$ cat src/logic/ssf_regs.svh
`ifndef SSF_REGS_SVH
`define SSF_REGS_SVH

// Byte offsets on the register bus
`define SSF_STATUS_OFS   4'h0
`define SSF_CONFIG_OFS   4'h4

// Status register fields
`define SSF_TX_EMPTY_BIT 7
`define SSF_RX_FULL_BIT  6
`define SSF_OVERRUN_BIT  5
`define SSF_FRAMING_BIT  4
`define SSF_PARITY_BIT   3
`define SSF_TX_DONE_BIT  2
`define SSF_RX_ADDR_BIT  1
`define SSF_TX_ADDR_BIT  0

// Configuration register fields
`define SSF_CFG_TX_ON    0
`define SSF_CFG_RX_ON    1
`define SSF_CFG_SYNC     2
`define SSF_CFG_PAR_ON   3
`define SSF_CFG_PAR_ODD  4
`define SSF_CFG_MULTI    5

// Reset values
`define SSF_STATUS_RST   8'h84
`define SSF_CONFIG_RST   8'h00

// Bus answers
`define SSF_RESP_OKAY    2'h0
`define SSF_RESP_SLVERR  2'h2

`endif

$ cat src/logic/ssf_pkg.sv
package ssf_pkg;

    // One received character as framed on the line
    typedef logic [7:0] ssf_byte_type;

    // Verdict on one finished character
    typedef struct packed {
        logic         done;
        ssf_byte_type char_data;
        logic         framing;
        logic         parity;
        logic         addr_bit;
    } ssf_verdict_type;

endpackage

$ cat src/logic/ssf_rx_if.sv
`timescale 1ns/1ps
interface ssf_rx_if;
    import ssf_pkg::*;

    logic            done;        // Character finished, reception allowed
    ssf_byte_type    char_data;   // Received data bits
    logic            parity_bit;  // Received parity bit
    logic            stop_bit;    // First sampled stop bit
    logic            addr_bit;    // Multiprocessor bit of the character
    logic            sync_mode;   // Synchronous mode selected
    logic            par_on;      // Parity checking enabled
    logic            par_odd;     // Odd parity selected
    ssf_verdict_type verdict;     // Registered result

    modport top (
        output done, char_data, parity_bit, stop_bit, addr_bit,
        output sync_mode, par_on, par_odd,
        input  verdict
    );
    modport check (
        input  done, char_data, parity_bit, stop_bit, addr_bit,
        input  sync_mode, par_on, par_odd,
        output verdict
    );
endinterface

$ cat src/logic/ssf_rx_check.sv
`timescale 1ns/1ps
module ssf_rx_check
    import ssf_pkg::*;
(
    // Clock and reset
    input  wire logic clock,
    input  wire logic reset,
    // Character in, verdict out
    ssf_rx_if.check   rx
);

    // Ones in data plus parity, odd when set
    wire logic ones_odd;
    // Framing and parity faults of this character
    wire logic fault_frame;
    wire logic fault_par;
    ssf_verdict_type verdict_q;

    assign ones_odd    = ^{rx.char_data, rx.parity_bit};
    // Only the first stop bit is looked at; a second one is never checked
    assign fault_frame = ~rx.sync_mode & ~rx.stop_bit;
    // Even wants an even count, odd wants an odd count
    assign fault_par   = ~rx.sync_mode & rx.par_on
                       & (ones_odd ^ rx.par_odd);

    // Register the verdict so the flag logic sees a clean one-cycle pulse
    always_ff @(posedge clock or posedge reset) begin
        if (reset) begin
            verdict_q <= '0;
        end else begin
            verdict_q.done      <= rx.done;
            verdict_q.char_data <= rx.char_data;
            verdict_q.framing   <= rx.done & fault_frame;
            verdict_q.parity    <= rx.done & fault_par;
            verdict_q.addr_bit  <= rx.addr_bit;
        end
    end

    assign rx.verdict = verdict_q;

endmodule // ssf_rx_check

$ cat src/logic/ssf_status.sv
// How it works
// - Eight-bit status loads 84h on reset, standby
// - Only zero writes clear flags, after read
// - Bits 2,1 read-only; bit 0 read-write
// - Tx-empty sets: reset, standby, disable, shift load
// - Tx-empty clears by read-set then write zero
// - Rx-full sets on clean character transfer
// - Errors, receiver disable keep data, rx-full
// - Overrun on character while full; discard it
// - Overrun halts receive; sync also transmit
// - Receiver disable keeps overrun and framing
// - Async stop bit zero sets framing flag
// - Two stop bits: check first only
// - Framing error stores character, no rx-full
// - Framing flag halts receive; sync transmit
// - Parity mismatch sets parity flag in async
// - Receive flags clear: reset, standby, read-write
// - Parity error stores character, halts reception
// - Tx-finished sets: reset, standby, disable, idle end
//
// Implementation choices: register access over AXI4-Lite and the register addresses.
`timescale 1ns/1ps
`include "ssf_regs.svh"
module ssf_status
    import ssf_pkg::*;
#(
    parameter int ADDR_W = 4
) (
    // Clock and reset
    input  wire logic              clock,
    input  wire logic              reset,
    input  wire logic              standby,
    // AXI4-Lite write address
    input  wire logic [ADDR_W-1:0] s_axi_awaddr,
    input  wire logic              s_axi_awvalid,
    output wire logic              s_axi_awready,
    // AXI4-Lite write data
    input  wire logic [31:0]       s_axi_wdata,
    input  wire logic [3:0]        s_axi_wstrb,
    input  wire logic              s_axi_wvalid,
    output wire logic              s_axi_wready,
    // AXI4-Lite write response
    output wire logic [1:0]        s_axi_bresp,
    output wire logic              s_axi_bvalid,
    input  wire logic              s_axi_bready,
    // AXI4-Lite read address
    input  wire logic [ADDR_W-1:0] s_axi_araddr,
    input  wire logic              s_axi_arvalid,
    output wire logic              s_axi_arready,
    // AXI4-Lite read data
    output wire logic [31:0]       s_axi_rdata,
    output wire logic [1:0]        s_axi_rresp,
    output wire logic              s_axi_rvalid,
    input  wire logic              s_axi_rready,
    // Transmit shift register events
    input  wire logic              tx_load,
    input  wire logic              tx_last_bit,
    // Receive shift register events
    input  wire logic              rx_done,
    input  wire logic [7:0]        rx_char,
    input  wire logic              rx_parity_bit,
    input  wire logic              rx_stop_bit,
    input  wire logic              rx_mpb,
    // State toward the line logic
    output wire logic [7:0]        rx_data,
    output wire logic              rx_halt,
    output wire logic              tx_halt,
    output wire logic              tx_on,
    output wire logic              rx_on,
    output wire logic              sync_mode,
    output wire logic              tx_addr_flag,
    output wire logic              tx_buffer_empty
);

    // Next flag value: a set in the same cycle beats a clear
    function automatic logic flag_next(input logic q,
                                       input logic set,
                                       input logic clr);
        flag_next = set | (q & ~clr);
    endfunction

    ssf_rx_if rx_link ();

    // Status flags
    logic       tx_empty_q;         // Transmit buffer empty
    logic       rx_full_q;          // Receive buffer full
    logic       overrun_q;          // Overrun error
    logic       framing_q;          // Framing error
    logic       parity_q;           // Parity error
    logic       tx_done_q;          // Transmission finished
    logic       rx_addr_q;          // Received address bit
    logic       tx_addr_q;          // Address bit to send
    logic [7:3] seen_q;             // Flags seen set by a read
    logic [7:0] config_q;           // Own configuration register
    logic [7:0] rx_data_q;          // Receive data register

    // Bus slave holding registers
    logic              aw_q;        // Write address held
    logic [ADDR_W-1:0] awaddr_q;    // Held write address
    logic              w_q;         // Write data held
    logic [31:0]       wdata_q;     // Held write data
    logic [3:0]        wstrb_q;     // Held byte enables
    logic              bvalid_q;    // Write response pending
    logic [1:0]        bresp_q;     // Write response code
    logic              rvalid_q;    // Read data pending
    logic [31:0]       rdata_q;     // Read data
    logic [1:0]        rresp_q;     // Read response code

    // Bus decode
    wire logic       wr_fire;       // Both halves of a write present
    wire logic       rd_fire;       // Read address taken
    wire logic       wr_status;     // Write hits status byte
    wire logic       wr_config;     // Write hits config byte
    wire logic       wr_mapped;     // Write address is mapped
    wire logic       rd_status;     // Read of status register
    wire logic       rd_mapped;     // Read address is mapped
    wire logic [7:0] status_byte;   // Assembled status register
    wire logic [7:3] clr_req;       // Granted clears of event flags
    wire logic [7:3] seen_set;      // Flags observed set by a read
    wire logic       std_off;       // Reset-value force from standby

    // Receive verdict decode
    wire logic       rx_active;     // Reception allowed this cycle
    wire logic       store_ev;      // Character enters data register
    wire logic       overrun_ev;    // Character lost to overrun
    wire logic       full_ev;       // Clean character transferred
    wire logic       tx_off;        // Transmitter disabled

    // Handshake: one write and one read in flight at most
    assign s_axi_awready = ~aw_q;
    assign s_axi_wready  = ~w_q;
    assign s_axi_arready = ~rvalid_q;
    assign wr_fire       = aw_q & w_q & ~bvalid_q;
    assign rd_fire       = s_axi_arvalid & ~rvalid_q;

    // Address decode on byte offsets
    assign wr_status = wr_fire & (awaddr_q == `SSF_STATUS_OFS) & wstrb_q[0];
    assign wr_config = wr_fire & (awaddr_q == `SSF_CONFIG_OFS) & wstrb_q[0];
    assign wr_mapped = (awaddr_q == `SSF_STATUS_OFS)
                     | (awaddr_q == `SSF_CONFIG_OFS);
    assign rd_status = rd_fire & (s_axi_araddr == `SSF_STATUS_OFS);
    assign rd_mapped = (s_axi_araddr == `SSF_STATUS_OFS)
                     | (s_axi_araddr == `SSF_CONFIG_OFS);

    // Status byte as software sees it
    assign status_byte = {tx_empty_q, rx_full_q, overrun_q, framing_q,
                          parity_q, tx_done_q, rx_addr_q, tx_addr_q};

    // Read-while-set latch and zero-write clear; ones are ignored
    assign seen_set = {5{rd_status}} & status_byte[7:3];
    assign clr_req  = {5{wr_status}} & ~wdata_q[7:3] & seen_q;

    // Config bits toward the rest of the unit
    assign tx_on     = config_q[`SSF_CFG_TX_ON];
    assign rx_on     = config_q[`SSF_CFG_RX_ON];
    assign sync_mode = config_q[`SSF_CFG_SYNC];
    assign tx_off    = ~tx_on;
    assign std_off   = standby;

    // Any pending error halts reception; sync mode stops transmit too
    assign rx_halt = overrun_q | framing_q | parity_q;
    assign tx_halt = sync_mode & rx_halt;

    // Receiver off or halted: new characters never reach the flags
    assign rx_active = rx_done & rx_on & ~rx_halt;

    // Raw character toward the checker
    assign rx_link.done       = rx_active;
    assign rx_link.char_data  = rx_char;
    assign rx_link.parity_bit = rx_parity_bit;
    assign rx_link.stop_bit   = rx_stop_bit;
    assign rx_link.addr_bit   = rx_mpb;
    assign rx_link.sync_mode  = sync_mode;
    assign rx_link.par_on     = config_q[`SSF_CFG_PAR_ON];
    assign rx_link.par_odd    = config_q[`SSF_CFG_PAR_ODD];

    // Overrun takes precedence; faulty characters still get stored
    assign overrun_ev = rx_link.verdict.done & rx_full_q;
    assign store_ev   = rx_link.verdict.done & ~rx_full_q;
    assign full_ev    = store_ev & ~rx_link.verdict.framing
                      & ~rx_link.verdict.parity;

    ssf_rx_check u_check (
        .clock (clock),
        .reset (reset),
        .rx    (rx_link.check)
    );

    // Bus write path: hold each half until both are present
    always_ff @(posedge clock or posedge reset) begin
        if (reset) begin
            aw_q     <= 1'b0;
            awaddr_q <= '0;
            w_q      <= 1'b0;
            wdata_q  <= '0;
            wstrb_q  <= '0;
            bvalid_q <= 1'b0;
            bresp_q  <= `SSF_RESP_OKAY;
        end else begin
            if (s_axi_awvalid & ~aw_q) begin
                aw_q     <= 1'b1;
                awaddr_q <= s_axi_awaddr;
            end else if (wr_fire) begin
                aw_q <= 1'b0;
            end
            if (s_axi_wvalid & ~w_q) begin
                w_q     <= 1'b1;
                wdata_q <= s_axi_wdata;
                wstrb_q <= s_axi_wstrb;
            end else if (wr_fire) begin
                w_q <= 1'b0;
            end
            // Unmapped writes are answered with an error, no effect
            if (wr_fire) begin
                bvalid_q <= 1'b1;
                bresp_q  <= wr_mapped ? `SSF_RESP_OKAY : `SSF_RESP_SLVERR;
            end else if (s_axi_bready) begin
                bvalid_q <= 1'b0;
            end
        end
    end

    // Bus read path: data captured in the cycle the address is taken
    always_ff @(posedge clock or posedge reset) begin
        if (reset) begin
            rvalid_q <= 1'b0;
            rdata_q  <= '0;
            rresp_q  <= `SSF_RESP_OKAY;
        end else if (rd_fire) begin
            rvalid_q <= 1'b1;
            rdata_q  <= rd_status ? {24'h0, status_byte}
                      : (s_axi_araddr == `SSF_CONFIG_OFS) ? {24'h0, config_q}
                      : 32'h0;
            rresp_q  <= rd_mapped ? `SSF_RESP_OKAY : `SSF_RESP_SLVERR;
        end else if (s_axi_rready) begin
            rvalid_q <= 1'b0;
        end
    end

    // Configuration register, untouched by standby
    always_ff @(posedge clock or posedge reset) begin
        if (reset) begin
            config_q <= `SSF_CONFIG_RST;
        end else if (wr_config) begin
            config_q <= wdata_q[7:0];
        end
    end

    // Transmit flags; clearing tx-empty also ends tx-finished
    always_ff @(posedge clock or posedge reset) begin
        if (reset) begin
            tx_empty_q <= 1'b1;
            tx_done_q  <= 1'b1;
            tx_addr_q  <= 1'b0;
        end else if (std_off) begin
            tx_empty_q <= 1'b1;
            tx_done_q  <= 1'b1;
            tx_addr_q  <= 1'b0;
        end else begin
            tx_empty_q <= flag_next(tx_empty_q, tx_off | tx_load,
                                    clr_req[7]);
            tx_done_q  <= flag_next(tx_done_q,
                                    tx_off | (tx_last_bit & tx_empty_q),
                                    clr_req[7]);
            if (wr_status) begin
                tx_addr_q <= wdata_q[`SSF_TX_ADDR_BIT];
            end
        end
    end

    // Receive flags; read-only address bit follows stored characters in multiprocessor mode
    always_ff @(posedge clock or posedge reset) begin
        if (reset) begin
            rx_full_q <= 1'b0;
            overrun_q <= 1'b0;
            framing_q <= 1'b0;
            parity_q  <= 1'b0;
            rx_addr_q <= 1'b0;
        end else if (std_off) begin
            rx_full_q <= 1'b0;
            overrun_q <= 1'b0;
            framing_q <= 1'b0;
            parity_q  <= 1'b0;
            rx_addr_q <= 1'b0;
        end else begin
            rx_full_q <= flag_next(rx_full_q, full_ev, clr_req[6]);
            overrun_q <= flag_next(overrun_q, overrun_ev,
                                   clr_req[5]);
            framing_q <= flag_next(framing_q,
                                   store_ev & rx_link.verdict.framing,
                                   clr_req[4]);
            parity_q  <= flag_next(parity_q,
                                   store_ev & rx_link.verdict.parity,
                                   clr_req[3]);
            if (store_ev & config_q[`SSF_CFG_MULTI]) begin
                rx_addr_q <= rx_link.verdict.addr_bit;
            end
        end
    end

    // Read-observed latches; a new observation beats a clear
    always_ff @(posedge clock or posedge reset) begin
        if (reset) begin
            seen_q <= '0;
        end else if (std_off) begin
            seen_q <= '0;
        end else begin
            seen_q <= seen_set | (seen_q & ~clr_req);
        end
    end

    // Receive data register; overrun keeps the earlier character
    always_ff @(posedge clock or posedge reset) begin
        if (reset) begin
            rx_data_q <= 8'h00;
        end else if (store_ev) begin
            rx_data_q <= rx_link.verdict.char_data;
        end
    end

    // Outputs
    assign s_axi_bvalid    = bvalid_q;
    assign s_axi_bresp     = bresp_q;
    assign s_axi_rvalid    = rvalid_q;
    assign s_axi_rdata     = rdata_q;
    assign s_axi_rresp     = rresp_q;
    assign rx_data         = rx_data_q;
    assign tx_addr_flag    = tx_addr_q;
    assign tx_buffer_empty = tx_empty_q;

endmodule // ssf_status

$ cat config.mk
export PLATFORM = sky130hd
export DESIGN_NAME = ssf_status
export DESIGN_NICKNAME = d
export VERILOG_FILES = /design/src/logic/ssf_pkg.sv /design/src/logic/ssf_rx_if.sv /design/src/logic/ssf_rx_check.sv /design/src/logic/ssf_status.sv
export VERILOG_INCLUDE_DIRS = /design/src /design/src/logic
export SDC_FILE = /design/constraint.sdc
export NUM_CORES = 1
export LEC_CHECK = 0
export BUFFER_PORTS_ARGS = -buffer_cell sky130_fd_sc_hd__buf_4
export CORE_ASPECT_RATIO = 1.4
export CORE_MARGIN = 5
export CORE_UTILIZATION = 48
export CTS_BUF_LIST = sky130_fd_sc_hd__clkbuf_8 sky130_fd_sc_hd__clkbuf_16
export CTS_CLUSTER_SIZE = 40
export DETAILED_ROUTE_END_ITERATION = 16
export PLACE_DENSITY = 0.88
export SYNTH_ARGS = -nofsm -noshare
export SYNTH_HDL_FRONTEND = slang
export SYNTH_SLANG_ARGS = --single-unit
$ cat constraint.sdc
create_clock -name clock -period 2.62 [get_ports clock]
set_clock_uncertainty 0.15 [all_clocks]
set_input_delay 0.393 -clock clock [delete_from_list [all_inputs] [get_ports clock]]
set_output_delay 0.393 -clock clock [all_outputs]
set_load 0.02 [all_outputs]
## Word-level counts from Yosys, hierarchy flattened

Cells that the tools add are included.

- Equal/unequal tests: 2
- Muxes and demuxes: 22
- Bitwise gates (word level): 68
- Reduce and logical (&&, ||, !) cells: 9

Operators with widths:

| kind | number |
|---|---|
| 1-bit bitwise AND | 32 |
| 5-bit bitwise AND | 4 |
| 1-bit two-way mux | 17 |
| 8-bit two-way mux | 2 |
| 1-bit NOT | 16 |
| 1-bit OR | 12 |
| 2-bit nonzero test | 6 |
| 5-bit NOT | 2 |
| 9-bit parity | 1 |
| 4-bit by 3-bit equality test with 1-bit output (second input constant) | 2 |
| 4-bit zero test | 2 |
| 5-bit two-way mux | 1 |
| 5-bit OR | 1 |
| 2-bit two-way mux | 2 |
| 1-bit bitwise XOR | 1 |

- Register bits: 94
- Bits of input ports: 66
- Output and inout port bits: 56
- Logic and storage cells: 127

## Longest topological paths before layout

- Depth in word-level cells: 10
- Gate-level depth with buffers: 5
- Mapped depth without buffers: 4

## Hierarchy

From an unflattened synthesis, not the netlist that was laid out.

- Cell total of the unflattened synthesis: 257
- Area total of the unflattened synthesis: 3072.9 sq um

Modules (own cells, without submodules):

| module | times used | cells each | area each (sq um) | sequential area each (sq um) |
|---|---|---|---|---|
| ssf_status | 1 | 234 | 2660.1 | 1403.8 |
| ssf_rx_check | 1 | 23 | 412.9 | 300.3 |

## Worst setup path after synthesis

OpenSTA, ideal clock, no wires.

- Path kind: reg-to-reg
- From: register bvalid_q (netlist: s_axi_bvalid)
- To: register tx_done_q
- Setup time: 83 ps
- Arrival time: 1531 ps
- Data required time: 2387 ps
- Setup slack: 856 ps
- Stages on the path, launching flop included: 6
- Buffers on the path: 1
- Clock period less this slack: 1764 ps
- Cell sequence: dfrtp_1 > and3b_1 > buf_6 > nand3_1 > or3b_1 > a221o_1

- Longest elaborated chain between the ends: 10

RTL lines:

| what | RTL line | RTL |
|---|---|---|
| from (decl) | ssf_status.sv:103 | `logic bvalid_q;` |
| from (signal assigned) | ssf_status.sv:197 | `bvalid_q <= 1'b0;` |
| from (signal assigned) | ssf_status.sv:215 | `bvalid_q <= 1'b1;` |
| from (signal assigned) | ssf_status.sv:218 | `bvalid_q <= 1'b0;` |
| 1-bit NOT | ssf_status.sv:133 | `assign wr_fire = aw_q & w_q & ~bvalid_q;` |
| 1-bit bitwise AND | ssf_status.sv:133 |  |
| 1-bit bitwise AND (2 in a row) | ssf_status.sv:137 | `` assign wr_status = wr_fire & (awaddr_q == `SSF_STATUS_OFS) & wstrb_q[0]; `` |
| 5-bit bitwise AND (2 in a row) | ssf_status.sv:151 | `assign clr_req = {5{wr_status}} & ~wdata_q[7:3] & seen_q;` |
| 1-bit NOT | ssf_status.sv:79 | `flag_next = set \| (q & ~clr);` |
| 1-bit bitwise AND | ssf_status.sv:79 |  |
| 1-bit OR | ssf_status.sv:79 |  |
| 1-bit two-way mux | ssf_status.sv:255 | `end else if (std_off) begin` |
| to (signal assigned) | ssf_status.sv:262 | `tx_done_q <= flag_next(tx_done_q,` |
| to (decl) | ssf_status.sv:90 | `logic tx_done_q;` |

Every way passes these cells.
A chain may end at the register's enable or synchronous reset.

## Worst setup path in the final report

- From: register overrun_q
- To: output port tx_halt

- Longest elaborated chain between the ends: 3

RTL lines:

| what | RTL line | RTL |
|---|---|---|
| from (decl) | ssf_status.sv:87 | `logic overrun_q;` |
| from (signal assigned) | ssf_status.sv:287 | `overrun_q <= flag_next(overrun_q, overrun_ev,` |
| 1-bit OR (2 in a row) | ssf_status.sv:161 | `assign rx_halt = overrun_q \| framing_q \| parity_q;` |
| 1-bit bitwise AND | ssf_status.sv:162 | `assign tx_halt = sync_mode & rx_halt;` |
| to (decl) | ssf_status.sv:67 | `output wire logic tx_halt,` |

Every way passes these cells.

==> reports/results.txt <==
Die Span Y - 103 um
Worst Path Buf+Inv - 1
Yosys Warn Count - 0
Nets@finish - 396
R2R setup slack - 0.67 ns
Top cell type's share of synthesized area - 0.559
Gate Count Post-Synth - 257
Hold Crit Class - in -> async
Max FO, Critical Path - 4
Max_cap viols - 0
All-Layer GR Usage - 0.154
Reg clk slew, reported paths - 0.07 ns
Crit. End Element - primary output
Largest net degree at the start of global routing - 33
H-tree depth - 3
First-pass GRT wire length - 9570 um
Initial DRC Count - 77
Slowest CP cell - nor3_1
Startpoint Class - flip-flop
CTS Root Cell - clkbuf_8
Clk pwr share - 0.249
Worst EP required - 2.08 ns
WL met1 - 2170 um
Synth async-reset ratio - 1.00
Fmax - 503 MHz
CTS tree - yes
GR Overflow Total - 0
RR Endpoint - config_q[5]
Initial antenna violation count - 0
Worst skew pair latency - 0.33 ns
CTS Buffer Depth - 2
Slew Viols, Final - 0
Pwr/cell area - 878 mW/mm^2
Die area - 0.00785 mm^2
DP Worst Slack - 0.686 ns
Mapped Avg Cell Area - 11.5 um^2
Post-synth top flop - dfrtp_1
Status - finished, final reports clean
Register bit total from synthesis - 68
Placeable core area - 0.00595 mm^2
Peak supply drop - 0.690 mV
Gpl congestion - 0.814
Chip width - 76.3 um
Share of cells above drive strength 1 - 0.334
CTS Buf Count - 9
Period utilization - 0.758
Highest routed layer - met4
Worst-margin pin slew - 0.687 ns
Wire length on met2 - 3110 um
Comb pwr share - 0.281
Via/cell ratio - 5.02
Clk sinks - 68
Post-CTS Setup Repair Bufs - 0
Cts hold-fix bufs - 0
Initial Utilization - 0.497
Leakage - 1.82 nW
Crit Path Category - reg -> out
Post-synth top area cell - dfrtp_1
Wire per inst - 14.2 um
Detailed Route WL - 5770 um
ANT cells - 0
RSZ-0062 raised after global routing - false
Cell Area, Synth - 0.00296 mm^2
Fin. Hold Viols - 0
DRT Pass-1 Iters - 6
Rel. slew slack - 0.542
Vias post-DR - 2,035
Remaining DRCs - 0
Pint - 2.17 mW
# rows - 33
Sequential power share - 0.470
Unique masters post-synth - 35
Largest cells by area after synthesis - dfrtp_1 56%, mux2_2 8.4%, buf_4 6.6%
Area grow syn2layout - 23.0%
Tmin final - 1.99 ns
Met3 routed WL - 408 um
ANT nets after route - 0
Vias in the first global route - 2,059
Worst r2r src - s_axi_bvalid
Sw Ratio - 0.321
Seq/Total Area, Yosys - 0.577
EDFF count, synth - 0
Psw - 1.02 mW
I/O Buffers - 68
Post-cts resize count - 0
Max incr delay on CP - 0.44 ns
Total chip power - 3.19 mW
Setup TNS - 0 ns
FF-to-FF path depth - 3
WP data arrival - 1.44 ns
Critical path's top delay family - simple AND/OR/NAND/NOR gates
Setup ws final - 0.633 ns
Final setup viols - 0
Dpl hpwl - 4420 um
Crit-path cells - nor3_1 -> nor2b_1 -> buf_4
# IOs - 122
## how the worst max path moves through the flow
| stage | from | to | cells past startpoint |
|---|---|---|---|
| floorplan | reset | aw_q | 1 |
| global placement | s_axi_araddr[3] | seen_q[4] | 5 |
| detailed placement | s_axi_araddr[3] | seen_q[6] | 5 |
| CTS | overrun_q | tx_halt | 3 |
| global route | overrun_q | tx_halt | 3 |
| finish | overrun_q | tx_halt | 3 |
## cells in the mapped netlist (6+ instances only)
cell type  number
dfrtp_1        66
mux2_2         22
inv_1           7
nor2_1         10
xnor2_1         6
nand2b_1        7
buf_4          26
mux2i_1         9
o21ai_0         6
nand2_1        43
clkbuf_1        7
o31ai_1         8
## layout make-up
class,instances,area (um^2)
Timing Repair Buffer,72,553
Clock buffer,9,124
Fill cell,486,2310
Tap cell,70,87.6
Inverter,7,26.3
Clock inverter,7,60.1
Sequential cell,68,1700
Multi-Input combinational cell,172,1080
## cell usage in the layout (no fill, tap or decap), types with 2 or more instances in the layout
| master | synthesis | layout |
|---|---|---|
| buf_4 | 26 | 71 |
| dfrtp_1 | 66 | 66 |
| nand2_1 | 43 | 43 |
| conb_1 | 1 | 26 |
| mux2_2 | 22 | 22 |
| nor2_1 | 10 | 10 |
| mux2i_1 | 9 | 9 |
| clkbuf_8 | 0 | 9 |
| o31ai_1 | 8 | 8 |
| inv_1 | 7 | 8 |
| nand2b_1 | 7 | 7 |
| o21ai_0 | 6 | 6 |
| xnor2_1 | 6 | 6 |
| a21oi_1 | 5 | 5 |
| nor2b_1 | 4 | 4 |
| a311oi_1 | 4 | 4 |
| nor3_1 | 3 | 3 |
| nand3_1 | 3 | 3 |
| clkinv_2 | 0 | 3 |
| or3_1 | 2 | 2 |
| and2b_1 | 2 | 2 |
| dfstp_2 | 2 | 2 |
## state kept, by name, indices dropped and copies added (netlist names), 4 cells and up
name / cells
wdata_q: 8
seen_q: 5
s_axi_rdata: 8
config_q: 8
awaddr_q: 4
u_check.rx.verdict: 12
rx_data: 8
## routing by layer
layer,vias up,GRT usage
met4,0,0.0686
met2,66,0.275
met5,-,0
li1,955,-
met1,1008,0.169
met3,6,0.0481
## power groups by stage
stage / combinational, mW / clock, mW / sequential, mW
2_1_floorplan: 0.518 / 0 / 1.58
3_3_place_gp: 0.881 / 0 / 1.50
3_5_place_dp: 0.907 / 0 / 1.52
4_1_cts: 0.910 / 0.818 / 1.50
5_1_grt: 0.980 / 0.860 / 1.53
6_report: 0.897 / 0.793 / 1.50
## cells by family after synthesis
group                  share of synthesized area
multiplexers                               0.114
other                                    0.00127
XOR/XNOR                                  0.0284
AND/OR/NAND/NOR                            0.130
buffers and inverters                     0.0893
flip-flops                                 0.577
AO/OA/AOI/OAI                             0.0597
## per-stage QoR
stage | hold WS, ns | std cells | instance area, um^2 | utilization
global route | 0.000887 | 405 | 3640 | 0.612
finish | 0.0150 | 405 | 3640 | 0.612
detailed placement | 0.278 | 389 | 3450 | 0.581
global placement | 0.268 | 389 | 3450 | 0.581
floorplan | 0.264 | 282 | 3050 | -
CTS | 0.00304 | 405 | 3640 | 0.612
Power figures use the tool's default switching activity.
